## config.mk

```make
export PLATFORM = sky130hd
export DESIGN_NAME = cvc_capture
export DESIGN_NICKNAME = d
export VERILOG_FILES = /design/src/hw/cvc_pkg.sv /design/src/hw/cvc_capture.sv /design/src/hw/cvc_irq.sv /design/src/hw/cvc_sync.sv
export VERILOG_INCLUDE_DIRS = /design/src /design/src/hw
export SDC_FILE = /design/constraint.sdc
export NUM_CORES = 1
export LEC_CHECK = 0
export BUFFER_PORTS_ARGS = -buffer_cell sky130_fd_sc_hd__buf_4
export CAP_MARGIN = 20
export CORE_MARGIN = 2
export CORE_UTILIZATION = 50
export DETAILED_ROUTE_END_ITERATION = 8
export PLACE_DENSITY = 0.84
export REMOVE_ABC_BUFFERS = 1
export SLEW_MARGIN = 10
export SYNTH_ARGS = -nofsm -noshare
export SYNTH_HDL_FRONTEND = slang
export SYNTH_SLANG_ARGS = --single-unit
```

## constraint.sdc

```tcl
create_clock -name mclk_i -period 1.8 [get_ports mclk_i]
set_clock_uncertainty 0.2 [all_clocks]
set_input_delay 0.09 -clock mclk_i [delete_from_list [all_inputs] [get_ports mclk_i]]
set_output_delay 0.09 -clock mclk_i [all_outputs]
set_load 0.01 [all_outputs]
```

## src/hw/cvc_cfg.svh

```systemverilog
// Purpose: offsets, field positions and reset values of the capture block
// Assumes: 32-bit avalon data, byte addresses, word aligned registers
// Notes: definitions only
`ifndef CVC_CFG_SVH
`define CVC_CFG_SVH

// ==========================================================
// register byte offsets
`define CVC_OFF_CTRL 8'h00
`define CVC_OFF_STATUS 8'h04
`define CVC_OFF_CAP_A 8'h08
`define CVC_OFF_CAP_B 8'h0c
`define CVC_OFF_DONE_CLR 8'h10
`define CVC_OFF_IRQ_STAT 8'h14
`define CVC_OFF_IRQ_CLR 8'h18
`define CVC_OFF_IRQ_EN 8'h1c

// ==========================================================
// control word fields
`define CVC_CTRL_RUN 0
`define CVC_CTRL_MOD_LSB 8
`define CVC_CTRL_CHAN_LSB 16
`define CVC_CTRL_TRG_LSB 24
`define CVC_CTRL_RST 32'h0001_0000
`define CVC_CTRL_MASK 32'hffff_ff01

// ==========================================================
// status word fields
`define CVC_ST_ACTIVE 0
`define CVC_ST_DONE_A 1
`define CVC_ST_DONE_B 2
`define CVC_ST_FAULT 3
`define CVC_ST_CNT_RUN 4
`define CVC_ST_TRG 5
`define CVC_ST_CODE_LSB 8

// ==========================================================
// input ranges
`define CVC_TRG_MAX 8'h01
`define CVC_MOD_MAX 8'h1f
`define CVC_CHAN_MIN 8'h01
`define CVC_CHAN_MAX 8'h02

// ==========================================================
// interrupt event bits
`define CVC_IRQ_N 3
`define CVC_IRQ_CAP_A 0
`define CVC_IRQ_CAP_B 1
`define CVC_IRQ_FAULT 2

`endif

```

## src/hw/cvc_pkg.sv

```systemverilog
// Purpose: shared types of the capture block
// Assumes: nothing
// Notes: constants live in cvc_cfg.svh
`default_nettype none

package cvc_pkg;

  // ==========================================================
  // types
  typedef enum logic [1:0] {
    ST_IDLE = 2'b00,
    ST_ACTIVE = 2'b01,
    ST_FAULT = 2'b10
  } cvc_state_e;

  typedef enum logic [7:0] {
    FC_NONE = 8'h00,
    FC_BAD_TRG = 8'h01,
    FC_BAD_MOD = 8'h02,
    FC_BAD_CHAN = 8'h03,
    FC_NOT_FOUND = 8'h04
  } cvc_fault_e;

  // ==========================================================
  // byte-lane merge for avalon writes
  function automatic logic [31:0] cvc_be_merge(input logic [31:0] old_v, input logic [31:0] new_v,
                                               input logic [3:0] be);
    logic [31:0] r;
    r = old_v;
    for (int i = 0; i < 4; i++)
    begin
      if (be[i])
      begin
        r[i*8 +: 8] = new_v[i*8 +: 8];
      end
    end
    return r;
  endfunction

endpackage

`default_nettype wire

```

## src/hw/cvc_capture.sv

```systemverilog
// Purpose: counter value capture unit for one channel, avalon-mm slave
// Assumes: counter value and run level come from logic on mclk_i
// Notes: external input and compare hits are asynchronous and synchronised here
//
// Behaviour
// trigger select 0 takes events from this channel's external input.
// controller config assigns capture to the input; otherwise no input capture.
// trigger select 1 captures on other channel's compare hits a and b.
// trigger select 1 ignores the external input entirely.
// controller gives trigger select 0 or 1; others are input faults.
// controller gives module index 0 to 31.
// controller gives channel 1 or 2.
// busy rises after run rises and the function switches on.
// busy falls when run falls and the function switches off.
// capture registers load only while busy, on a valid event.
// capture registers are signed and reset to zero.
// done flag sets only once its capture value is written.
// done flags clear on run fall; software may also clear them.
// fault flag and code raise on bad input, clear on run fall.
// select 0: rise loads a, fall loads b; select 1: hit a, hit b.
// trigger select is sampled once when the function starts.
// new captures overwrite even while done flags stay set.
// with the counter stopped, captured values simply stay frozen.
// events are synchronised; value recorded in the detection cycle.
//
// Design decisions made here: the register offsets and the Avalon-MM slave port.
`default_nettype none

`include "cvc_cfg.svh"

module cvc_capture #(
  parameter logic [7:0] LOCAL_INDEX = 8'h00,
  parameter logic [7:0] CHANNEL_NO = 8'h01
) (
  input wire logic mclk_i,
  input wire logic srst_i,
  input wire logic ce_i,
  input wire logic [7:0] avs_address_i,
  input wire logic avs_read_i,
  input wire logic avs_write_i,
  input wire logic [31:0] avs_writedata_i,
  input wire logic [3:0] avs_byteenable_i,
  output logic [31:0] avs_readdata_o,
  output logic avs_waitrequest_o,
  output logic irq_o,
  input wire logic [31:0] counter_value_i,
  input wire logic counter_run_i,
  input wire logic ext_capture_i,
  input wire logic ext_capture_assigned_i,
  input wire logic compare_hit_a_i,
  input wire logic compare_hit_b_i
);

  // ==========================================================
  // state
  typedef struct packed {
    cvc_pkg::cvc_state_e state;
    logic [31:0] ctrl;
    logic run_prev;
    logic trg_sel;
    logic ext_prev;
    logic [1:0] hit_prev;
    logic signed [31:0] cap_a;
    logic signed [31:0] cap_b;
    logic done_a;
    logic done_b;
    logic fault;
    logic [7:0] fault_code;
    logic waitreq;
    logic [31:0] rdata;
  } cvc_core_s;

  localparam cvc_core_s CORE_RST = '{
    state: cvc_pkg::ST_IDLE,
    ctrl: `CVC_CTRL_RST,
    run_prev: 1'b0,
    trg_sel: 1'b0,
    ext_prev: 1'b0,
    hit_prev: 2'h0,
    cap_a: 32'sh0,
    cap_b: 32'sh0,
    done_a: 1'b0,
    done_b: 1'b0,
    fault: 1'b0,
    fault_code: cvc_pkg::FC_NONE,
    waitreq: 1'b1,
    rdata: 32'h0
  };

  cvc_core_s q;
  cvc_core_s d;

  logic [2:0] sync_lvl;
  logic [`CVC_IRQ_N-1:0] irq_set;
  logic [`CVC_IRQ_N-1:0] irq_stat;
  logic [`CVC_IRQ_N-1:0] irq_en;
  logic irq_line;
  logic wr_go;
  logic irq_clr_we;
  logic irq_en_we;

  // ==========================================================
  // helpers
  // a bus write counts only at the edge where waitrequest is seen low
  function automatic logic cvc_wr_hit(input logic go, input logic [7:0] addr, input logic [7:0] off);
    return go && (addr == off);
  endfunction

  // level edge against its copy one cycle older
  function automatic logic cvc_edge(input logic now_v, input logic prev_v, input logic rising);
    return rising ? (now_v & ~prev_v) : (~now_v & prev_v);
  endfunction

  // run rise request check; the first failing test picks the code
  function automatic logic [7:0] cvc_req_fault(input logic [7:0] trg, input logic [7:0] mods,
                                               input logic [7:0] chan);
    logic [7:0] r;
    r = cvc_pkg::FC_NONE;
    if (trg > `CVC_TRG_MAX)
    begin
      r = cvc_pkg::FC_BAD_TRG;
    end
    else if (mods > `CVC_MOD_MAX)
    begin
      r = cvc_pkg::FC_BAD_MOD;
    end
    else if (chan < `CVC_CHAN_MIN || chan > `CVC_CHAN_MAX)
    begin
      r = cvc_pkg::FC_BAD_CHAN;
    end
    else if (mods != LOCAL_INDEX || chan != CHANNEL_NO)
    begin
      r = cvc_pkg::FC_NOT_FOUND;
    end
    return r;
  endfunction

  // ==========================================================
  // input synchronisers
  cvc_sync #(
    .W(3)
  ) u_sync (
    .mclk_i(mclk_i),
    .srst_i(srst_i),
    .ce_i(ce_i),
    .async_i({compare_hit_b_i, compare_hit_a_i, ext_capture_i}),
    .level_o(sync_lvl)
  );

  // ==========================================================
  // interrupt status
  cvc_irq #(
    .N(`CVC_IRQ_N)
  ) u_irq (
    .mclk_i(mclk_i),
    .srst_i(srst_i),
    .ce_i(ce_i),
    .set_i(irq_set),
    .clr_we_i(irq_clr_we),
    .en_we_i(irq_en_we),
    .wdata_i(avs_writedata_i[`CVC_IRQ_N-1:0]),
    .status_o(irq_stat),
    .enable_o(irq_en),
    .irq_o(irq_line)
  );

  // a write lands at the edge where waitrequest is seen low
  assign wr_go = avs_write_i & ~q.waitreq;
  assign irq_clr_we = cvc_wr_hit(wr_go, avs_address_i, `CVC_OFF_IRQ_CLR);
  assign irq_en_we = cvc_wr_hit(wr_go, avs_address_i, `CVC_OFF_IRQ_EN);

  // ==========================================================
  // next state
  always_comb
  begin
    logic run;
    logic run_rise;
    logic run_fall;
    logic ext_rise;
    logic ext_fall;
    logic [1:0] hit_rise;
    logic ev_a;
    logic ev_b;
    logic ev_fault;
    logic [7:0] trg_req;
    logic [7:0] mod_req;
    logic [7:0] chan_req;
    logic [31:0] status;
    d = q;
    status = 32'h0;
    run = q.ctrl[`CVC_CTRL_RUN];
    run_rise = cvc_edge(run, q.run_prev, 1'b1);
    run_fall = cvc_edge(run, q.run_prev, 1'b0);
    ext_rise = cvc_edge(sync_lvl[0], q.ext_prev, 1'b1);
    ext_fall = cvc_edge(sync_lvl[0], q.ext_prev, 1'b0);
    hit_rise[0] = cvc_edge(sync_lvl[1], q.hit_prev[0], 1'b1);
    hit_rise[1] = cvc_edge(sync_lvl[2], q.hit_prev[1], 1'b1);
    ev_a = 1'b0;
    ev_b = 1'b0;
    ev_fault = 1'b0;
    trg_req = q.ctrl[`CVC_CTRL_TRG_LSB +: 8];
    mod_req = q.ctrl[`CVC_CTRL_MOD_LSB +: 8];
    chan_req = q.ctrl[`CVC_CTRL_CHAN_LSB +: 8];
    d.run_prev = run;
    d.ext_prev = sync_lvl[0];
    d.hit_prev = sync_lvl[2:1];

    // software done clear first, so a capture in the same cycle wins
    if (cvc_wr_hit(wr_go, avs_address_i, `CVC_OFF_DONE_CLR))
    begin
      d.done_a = q.done_a & ~avs_writedata_i[0];
      d.done_b = q.done_b & ~avs_writedata_i[1];
    end

    // function sequencer
    case (q.state)
      cvc_pkg::ST_IDLE:
      begin
        if (run_rise)
        begin
          d.fault_code = cvc_req_fault(trg_req, mod_req, chan_req);
          if (d.fault_code != cvc_pkg::FC_NONE)
          begin
            d.fault = 1'b1;
            ev_fault = 1'b1;
            d.state = cvc_pkg::ST_FAULT;
          end
          else
          begin
            d.trg_sel = trg_req[0];
            d.state = cvc_pkg::ST_ACTIVE;
          end
        end
      end
      cvc_pkg::ST_ACTIVE:
      begin
        if (run_fall)
        begin
          d.state = cvc_pkg::ST_IDLE;
          d.done_a = 1'b0;
          d.done_b = 1'b0;
        end
        else
        begin
          if (!q.trg_sel)
          begin
            // input path only counts when the config routes it here
            ev_a = ext_rise & ext_capture_assigned_i;
            ev_b = ext_fall & ext_capture_assigned_i;
          end
          else
          begin
            // external input deliberately not looked at
            ev_a = hit_rise[0];
            ev_b = hit_rise[1];
          end
        end
      end
      cvc_pkg::ST_FAULT:
      begin
        if (run_fall)
        begin
          d.state = cvc_pkg::ST_IDLE;
          d.fault = 1'b0;
          d.fault_code = cvc_pkg::FC_NONE;
          d.done_a = 1'b0;
          d.done_b = 1'b0;
        end
      end
      default:
      begin
        d.state = cvc_pkg::ST_IDLE;
      end
    endcase

    // stopped counter just yields a frozen value, no special case
    if (ev_a)
    begin
      d.cap_a = counter_value_i;
      d.done_a = 1'b1;
    end
    if (ev_b)
    begin
      d.cap_b = counter_value_i;
      d.done_b = 1'b1;
    end

    // control writes
    if (cvc_wr_hit(wr_go, avs_address_i, `CVC_OFF_CTRL))
    begin
      d.ctrl = cvc_pkg::cvc_be_merge(q.ctrl, avs_writedata_i, avs_byteenable_i) & `CVC_CTRL_MASK;
    end

    // status word
    status[`CVC_ST_ACTIVE] = (q.state == cvc_pkg::ST_ACTIVE);
    status[`CVC_ST_DONE_A] = q.done_a;
    status[`CVC_ST_DONE_B] = q.done_b;
    status[`CVC_ST_FAULT] = q.fault;
    status[`CVC_ST_CNT_RUN] = counter_run_i;
    status[`CVC_ST_TRG] = q.trg_sel;
    status[`CVC_ST_CODE_LSB +: 8] = q.fault_code;

    // bus handshake: one wait cycle, then answer
    if (avs_read_i || avs_write_i)
    begin
      d.waitreq = ~q.waitreq;
    end
    else
    begin
      d.waitreq = 1'b1;
    end
    if (avs_read_i && q.waitreq)
    begin
      case (avs_address_i)
        `CVC_OFF_CTRL: d.rdata = q.ctrl;
        `CVC_OFF_STATUS: d.rdata = status;
        `CVC_OFF_CAP_A: d.rdata = q.cap_a;
        `CVC_OFF_CAP_B: d.rdata = q.cap_b;
        `CVC_OFF_IRQ_STAT: d.rdata = {29'h0, irq_stat};
        `CVC_OFF_IRQ_EN: d.rdata = {29'h0, irq_en};
        default: d.rdata = 32'h0;
      endcase
    end

    irq_set = '0;
    irq_set[`CVC_IRQ_CAP_A] = ev_a;
    irq_set[`CVC_IRQ_CAP_B] = ev_b;
    irq_set[`CVC_IRQ_FAULT] = ev_fault;
  end

  // ==========================================================
  // registers
  always_ff @(posedge mclk_i)
  begin
    if (srst_i)
    begin
      q <= CORE_RST;
    end
    else if (ce_i)
    begin
      q <= d;
    end
  end

  assign avs_readdata_o = q.rdata;
  assign avs_waitrequest_o = q.waitreq;
  assign irq_o = irq_line;

endmodule

`default_nettype wire

```

## src/hw/cvc_irq.sv

```systemverilog
// Purpose: sticky event status, enable mask, level interrupt
// Assumes: set pulses and write strobes on mclk_i
// Notes: a set in the clearing cycle wins
`default_nettype none

module cvc_irq #(
  parameter int unsigned N = 3
) (
  input wire logic mclk_i,
  input wire logic srst_i,
  input wire logic ce_i,
  input wire logic [N-1:0] set_i,
  input wire logic clr_we_i,
  input wire logic en_we_i,
  input wire logic [N-1:0] wdata_i,
  output logic [N-1:0] status_o,
  output logic [N-1:0] enable_o,
  output logic irq_o
);

  // ==========================================================
  // state
  typedef struct packed {
    logic [N-1:0] stat;
    logic [N-1:0] en;
    logic irq;
  } cvc_irq_s;

  cvc_irq_s q;
  cvc_irq_s d;

  always_comb
  begin
    d = q;
    if (clr_we_i)
    begin
      d.stat = q.stat & ~wdata_i;
    end
    d.stat = d.stat | set_i;
    if (en_we_i)
    begin
      d.en = wdata_i;
    end
    d.irq = |(d.stat & d.en);
  end

  always_ff @(posedge mclk_i)
  begin
    if (srst_i)
    begin
      q <= '0;
    end
    else if (ce_i)
    begin
      q <= d;
    end
  end

  assign status_o = q.stat;
  assign enable_o = q.en;
  assign irq_o = q.irq;

endmodule

`default_nettype wire

```

## src/hw/cvc_sync.sv

```systemverilog
// Purpose: three-flop synchroniser with agreement filter
// Assumes: inputs asynchronous to mclk_i
// Notes: level moves only when stages two and three agree
`default_nettype none

module cvc_sync #(
  parameter int unsigned W = 3
) (
  input wire logic mclk_i,
  input wire logic srst_i,
  input wire logic ce_i,
  input wire logic [W-1:0] async_i,
  output logic [W-1:0] level_o
);

  // ==========================================================
  // state
  typedef struct packed {
    logic [W-1:0] s1;
    logic [W-1:0] s2;
    logic [W-1:0] s3;
    logic [W-1:0] lvl;
  } cvc_sync_s;

  cvc_sync_s q;
  cvc_sync_s d;

  // s1 feeds s2 only; the filter looks at s2 and s3
  always_comb
  begin
    d = q;
    d.s1 = async_i;
    d.s2 = q.s1;
    d.s3 = q.s2;
    for (int i = 0; i < W; i++)
    begin
      if (q.s2[i] == q.s3[i])
      begin
        d.lvl[i] = q.s3[i];
      end
    end
  end

  always_ff @(posedge mclk_i)
  begin
    if (srst_i)
    begin
      q <= '0;
    end
    else if (ce_i)
    begin
      q <= d;
    end
  end

  assign level_o = q.lvl;

endmodule

`default_nettype wire

```

* Word-level counts from Yosys, hierarchy flattened
Cells that the tools add are included. Widths: inputs -> output; s select.
Word-level totals: bits in registers 159, latch bits 0, RAM bits 0, memory bits (read-only) 0, input port bits 86, output and inout port bits 34, word-level logic and storage cells 133, memories 0
Cells by class: $add $sub $neg 0, multipliers 0, div/mod/pow operators 0, magnitude comparators 4, equal/unequal tests 17, shift operators 0, multiplexer cells 32, bitwise gates (word level) 25, reduce and logical (&&, ||, !) cells 29
Operators with widths (count):
- $pmux 32 s6 | 1
- $eq 8x5->1 const B | 4
- $mux 3 | 6
- $pmux 9 s2 | 1
- $eq 8x4->1 const B | 2
- $mux 8 | 2
- $reduce_bool 8->1 | 2
- $reduce_and 3->1 | 5
- $mux 1 | 13
- $reduce_and 2->1 | 6
- $and 1x1->1 | 11
- $mux 11 | 1
- $mux 2 | 5
- $not 1->1 | 10
- $mux 9 | 1
- $eq 8x3->1 const B | 1
- $gt 8x1->1 const B | 1
- $gt 8x2->1 const B | 1
- $gt 8x5->1 const B | 1
- $logic_not 8->1 | 1
- $lt 8x1->1 const B | 1
- $ne 8x1->1 const B | 1
- $pmux 2 s2 | 2
- $reduce_and 4->1 | 2
- 15 further kinds | 26

* Longest topological paths before layout
depth after elaboration 15, gate-level depth with buffers 8, mapped depth without buffers 7

* Hierarchy
Synthesis repeated with hierarchy kept, for this count alone.
Unflattened totals: cells, all modules 796, area, all modules 6927.9 sq um
Modules (own cells, without submodules):
- cvc_capture | instances 1, cells an instance 706, area each 6042.0 sq um, sequential area each 2702.6 sq um
- cvc_sync | instances 1, cells an instance 51, area each 535.5 sq um, sequential area each 240.2 sq um
- cvc_irq | instances 1, cells an instance 39, area each 350.3 sq um, sequential area each 140.1 sq um

* Worst setup path before layout
Ideal clock, no wire load.
path type reg2reg, from register q[146] (netlist bit), to register q, in the netlist avs_readdata_o[0], setup time 0.128 ns, arrival time 1.625 ns, data required time 1.472 ns, path slack -0.152 ns, cell stages (with the launch flop) 8, buffers on the path 0, clock period less this slack 1.952 ns, cells stage by stage dfxtp_1 > inv_1 > ha_1 > mux4_2 > and3_1 > a221oi_1 > a2bb2oi_1 > nor2_1
On the way: word-level cells in the longest chain between the ends 2
Ends and longest elaborated chain:
- start, declared | RTL line cvc_capture.sv:90 | cvc_core_s q;
- start signal, assigned | RTL line cvc_capture.sv:337 | q <= CORE_RST;
- start signal, assigned | RTL line cvc_capture.sv:341 | q <= d;
- $eq 2x1->1 | RTL line cvc_capture.sv:295 | status[`CVC_ST_ACTIVE] = (q.state == cvc_pkg::ST_ACTIVE);
- $pmux 32 s6 | RTL line cvc_capture.sv:314 | case (avs_address_i)
No other way between the ends. A chain may end at the register's enable or synchronous reset.

* Worst setup path after layout
from register q[146] (netlist bit), to register q[33] (netlist bit)
On the way: word-level cells in the longest chain between the ends 3, elaborated cells on any way between the ends 7, those cells by class eq/ne: 3; mux: 1; reduce/logical: 3
Ends and longest elaborated chain:
- $eq 2x2->1 or $logic_not 2->1 (tied branches) | RTL line cvc_capture.sv:216 | case (q.state)
- $ne 2x2->1 (no line) or $reduce_bool 2->1 (tied branches)
- $reduce_and 4->1 (no line)
Parallel ways exist; a longest one is shown, timed or not.

==> results.py <==
metrics = {
    "outcome": {
        "status": "finished with violations",
        "violations": "setup timing",
    },
    "min_path": {
        "hold_path.class": "in2reg",
        "hold_path_depth": 4,
        "hold_path.startpoint": "ce_i",
        "whs_endpoint": "q[109]",
    },
    "timing": {
        "rsz0062_at_grt": "true",
        "maxSlewViolCount": 0,
        "max-slew-margin-rel": 0.691,
        "hold_viol_final": 0,
        "finalSetupTns_ps": -3130,
        "fin_crit_sh": 1.14,
        "timing.fmax_mhz": 488,
        "fin_hold_ws_ps": 51.7,
        "setup_viol": 47,
        "finalCriticalPeriod_ps": 2050,
        "worst_pin_slew_ps": 464,
        "fin_ws_ps": -251,
    },
    "synth": {
        "syn-cell-area_um2": 6670,
        "synth_cell_type_count": 54,
        "synth_edf_count": 0,
        "synth_ff_type": "dfxtp_1",
        "syn_inst": 802,
        "async_reset_ff_frac": 0,
        "yosysSeqAreaShare": 0.462,
        "yosysWarnings": 0,
        "ys_ff_latch": 154,
        "synth_area_per_cell_um2": 8.32,
    },
    "global_routing": {
        "grt_max_degree": 59,
        "grt_pass1_vias": 6937,
        "grt_pass1_wl_um": 34400,
        "grt_usage": 0.305,
        "overflow": 0,
        "antenna_found_initial": 0,
    },
    "placement": {
        "place_hpwl_um": 12000,
        "io_buffer_count": 114,
        "gp_congestion": 0.888,
        "placed_cells": 1065,
    },
    "setup_path": {
        "worstSetupPathType": "reg2reg",
        "critical-path-top-delay-family": "simple AND/OR/NAND/NOR gates",
        "cp_max_fo": 5,
        "arrival_ps": 2210,
        "r2r_start": "q[146]",
        "cp-end-kind": "flip-flop",
        "worst-r2r-cell-count": 7,
        "crit_path_cell_trace": "inv_2, buf_6, ha_4, nor4bb_4, o21ai_2, or3_4, a21oi_2",
        "r2r_setup_slack_ps": -250,
        "crit_path_max_incr_delay_ps": 410,
        "reg2reg_to": "q[33]",
        "crit_required_ps": 1960,
        "critPathSlowestCell": "nor4bb_4",
        "startpoint_type": "flip-flop",
        "crit_buf_inv": 2,
    },
    "layout": {
        "utilization": 0.743,
        "area_growth_pct": 46.3,
        "layout-drive-gt1-share": 0.291,
        "layout.cells.most_common": "nand2_1",
        "final_nets": 1087,
        "final_cell_mix": "nand2_1, buf_4, dfxtp_1",
        "layout.cells.non_filler": 1187,
        "antenna_cells": 0,
    },
    "power": {
        "leakagePower_nw": 3.65,
        "p_per_area_nw_per_um2": 760,
        "irDropWorstVdd_mv": 0.681,
        "total_power_mw": 7.42,
    },
    "routing": {
        "firstDrtPassIters": 7,
        "vias": 7177,
        "drc_errors": 0,
        "routedWlPerCell_um": 20.0,
        "avgViaCountPerCell": 6.05,
        "wirelength_um": 23800,
        "postRouteAntennaNets": 0,
        "drtIter0Drc": 1240,
    },
    "clocking": {
        "root_buffer": "clkbuf_16",
        "cts.sinks": 154,
        "clk_path_buf_depth": 2,
        "cts_buffers": 17,
        "clk_pin_slew_ps": 60,
        "h-tree-depth": 4,
        "cts_tree": "yes",
        "insertion_delay_ps": 420,
    },
    "die": {
        "die_area_um2": 14300,
        "core_area_um2": 13100,
        "io_pins": 120,
        "rows": 42,
        "die_width_um": 120,
        "die_y_um": 120,
        "initial_core_util": 0.508,
    },
    "flow_run": {
        "cap_viol_max_count": 0,
    },
}
[worst min-delay path: cells and delay by family]
family	cells	cell delay, ps
buf+inv	2	380
mux	1	90
simple gates	1	70
[worst max path at each step]
stage | startpoint | endpoint | slack, ps | depth (start not counted)
6_report | q[146] | q[33] | -250 | 7
2_1_floorplan | avs_waitrequest_o | avs_readdata_o[1] | -970 | 5
3_3_place_gp | q[136] | q[111] | -170 | 6
5_1_grt | q[146] | q[33] | -340 | 7
4_1_cts | q[136] | u_irq.irq_o | -110 | 6
3_5_place_dp | q[146] | avs_readdata_o[0] | -180 | 7
[layout make-up]
class / instances / area (µm²)
fillers: 872 / 3370
repair buffers: 270 / 2490
multi-input cells: 551 / 3380
inverters: 4 / 15.0
clock inverters: 15 / 140
flip-flops and latches: 154 / 3090
well taps: 176 / 220
clock buffers: 17 / 425
[metal layers]
layer	up-vias	track usage	wire (µm)
met2	501	0.536	11600
li1	3190	-	-
met4	0	0.132	1270
met3	130	0.0637	2280
met1	3356	0.359	8600
met5	-	0	0
[Yosys cell counts, types with 3 or more instances]
master	instances	share of area
nand2_1	186	0.10
dfxtp_1	154	0.46
a21oi_1	113	0.085
nor2_1	47	0.026
clkbuf_1	46	0.026
buf_4	35	0.039
nand3_1	33	0.025
a222oi_1	24	0.036
a2bb2oi_1	24	0.031
mux2i_1	20	0.030
a21o_1	9	0.010
nand4_1	9	0.0084
o21ai_0	9	0.0067
buf_2	8	0.0060
nand3b_1	6	0.0067
a22oi_1	5	0.0056
nor2b_1	5	0.0047
inv_1	4	0.0022
nand2b_1	4	0.0037
nor4_1	4	0.0037
and2_1	3	0.0028
and3_1	3	0.0028
and3b_1	3	0.0039
buf_6	3	0.0051
ha_1	3	0.0056
nor3_1	3	0.0022
[stage by stage]
step,worst slack [ps],area (µm²)
finish,-251,9760
global route,-338,9760
global placement,-167,7860
detailed placement,-181,7860
CTS,-107,9490
floorplan,-966,6160
[state kept, by name, summed over array words and instances, names as in the netlist]
name and cells:
u_sync.level_o 3, avs_waitrequest_o 1, u_sync.d 6, u_irq.irq_o 1, u_sync.q 3, u_irq.status_o 3
avs_readdata_o 32, d 1, u_irq.enable_o 3, q 101
[where the power goes]
part	switching [mW]	total [mW]	internal, mW
sequential	0.0101	3.43	3.42
clock	1.53	3.46	1.93
combinational	0.239	0.528	0.288
total	1.78	7.42	5.63
[logic make-up (layout without fill, tap and decap cells)]
| group | Yosys count | after routing | synth area share |
|---|---|---|---|
| AOI/OAI and AO/OA | 205 | 205 | 0.200 |
| xor gates and xnor gates | 1 | 1 | 0.00131 |
| adders and majority gates | 3 | 3 | 0.00562 |
| buffers and inverters | 97 | 306 | 0.0791 |
| DFF | 154 | 154 | 0.462 |
| muxes | 21 | 21 | 0.0334 |
| and+or+nand+nor | 321 | 321 | 0.218 |
[repair_timing]
item | 4_1_cts | 5_1_grt
endpoints found under the setup margin | 81 | 96
hold buffers | 74 | 0
pin swaps | 12 | 13
cloned | 4 | 2
resized for setup | 55 | 45
hold endpoints to repair | 117 | 0
setup buffers | 5 | 5
Note: power is estimated with default switching activity, not from simulation.
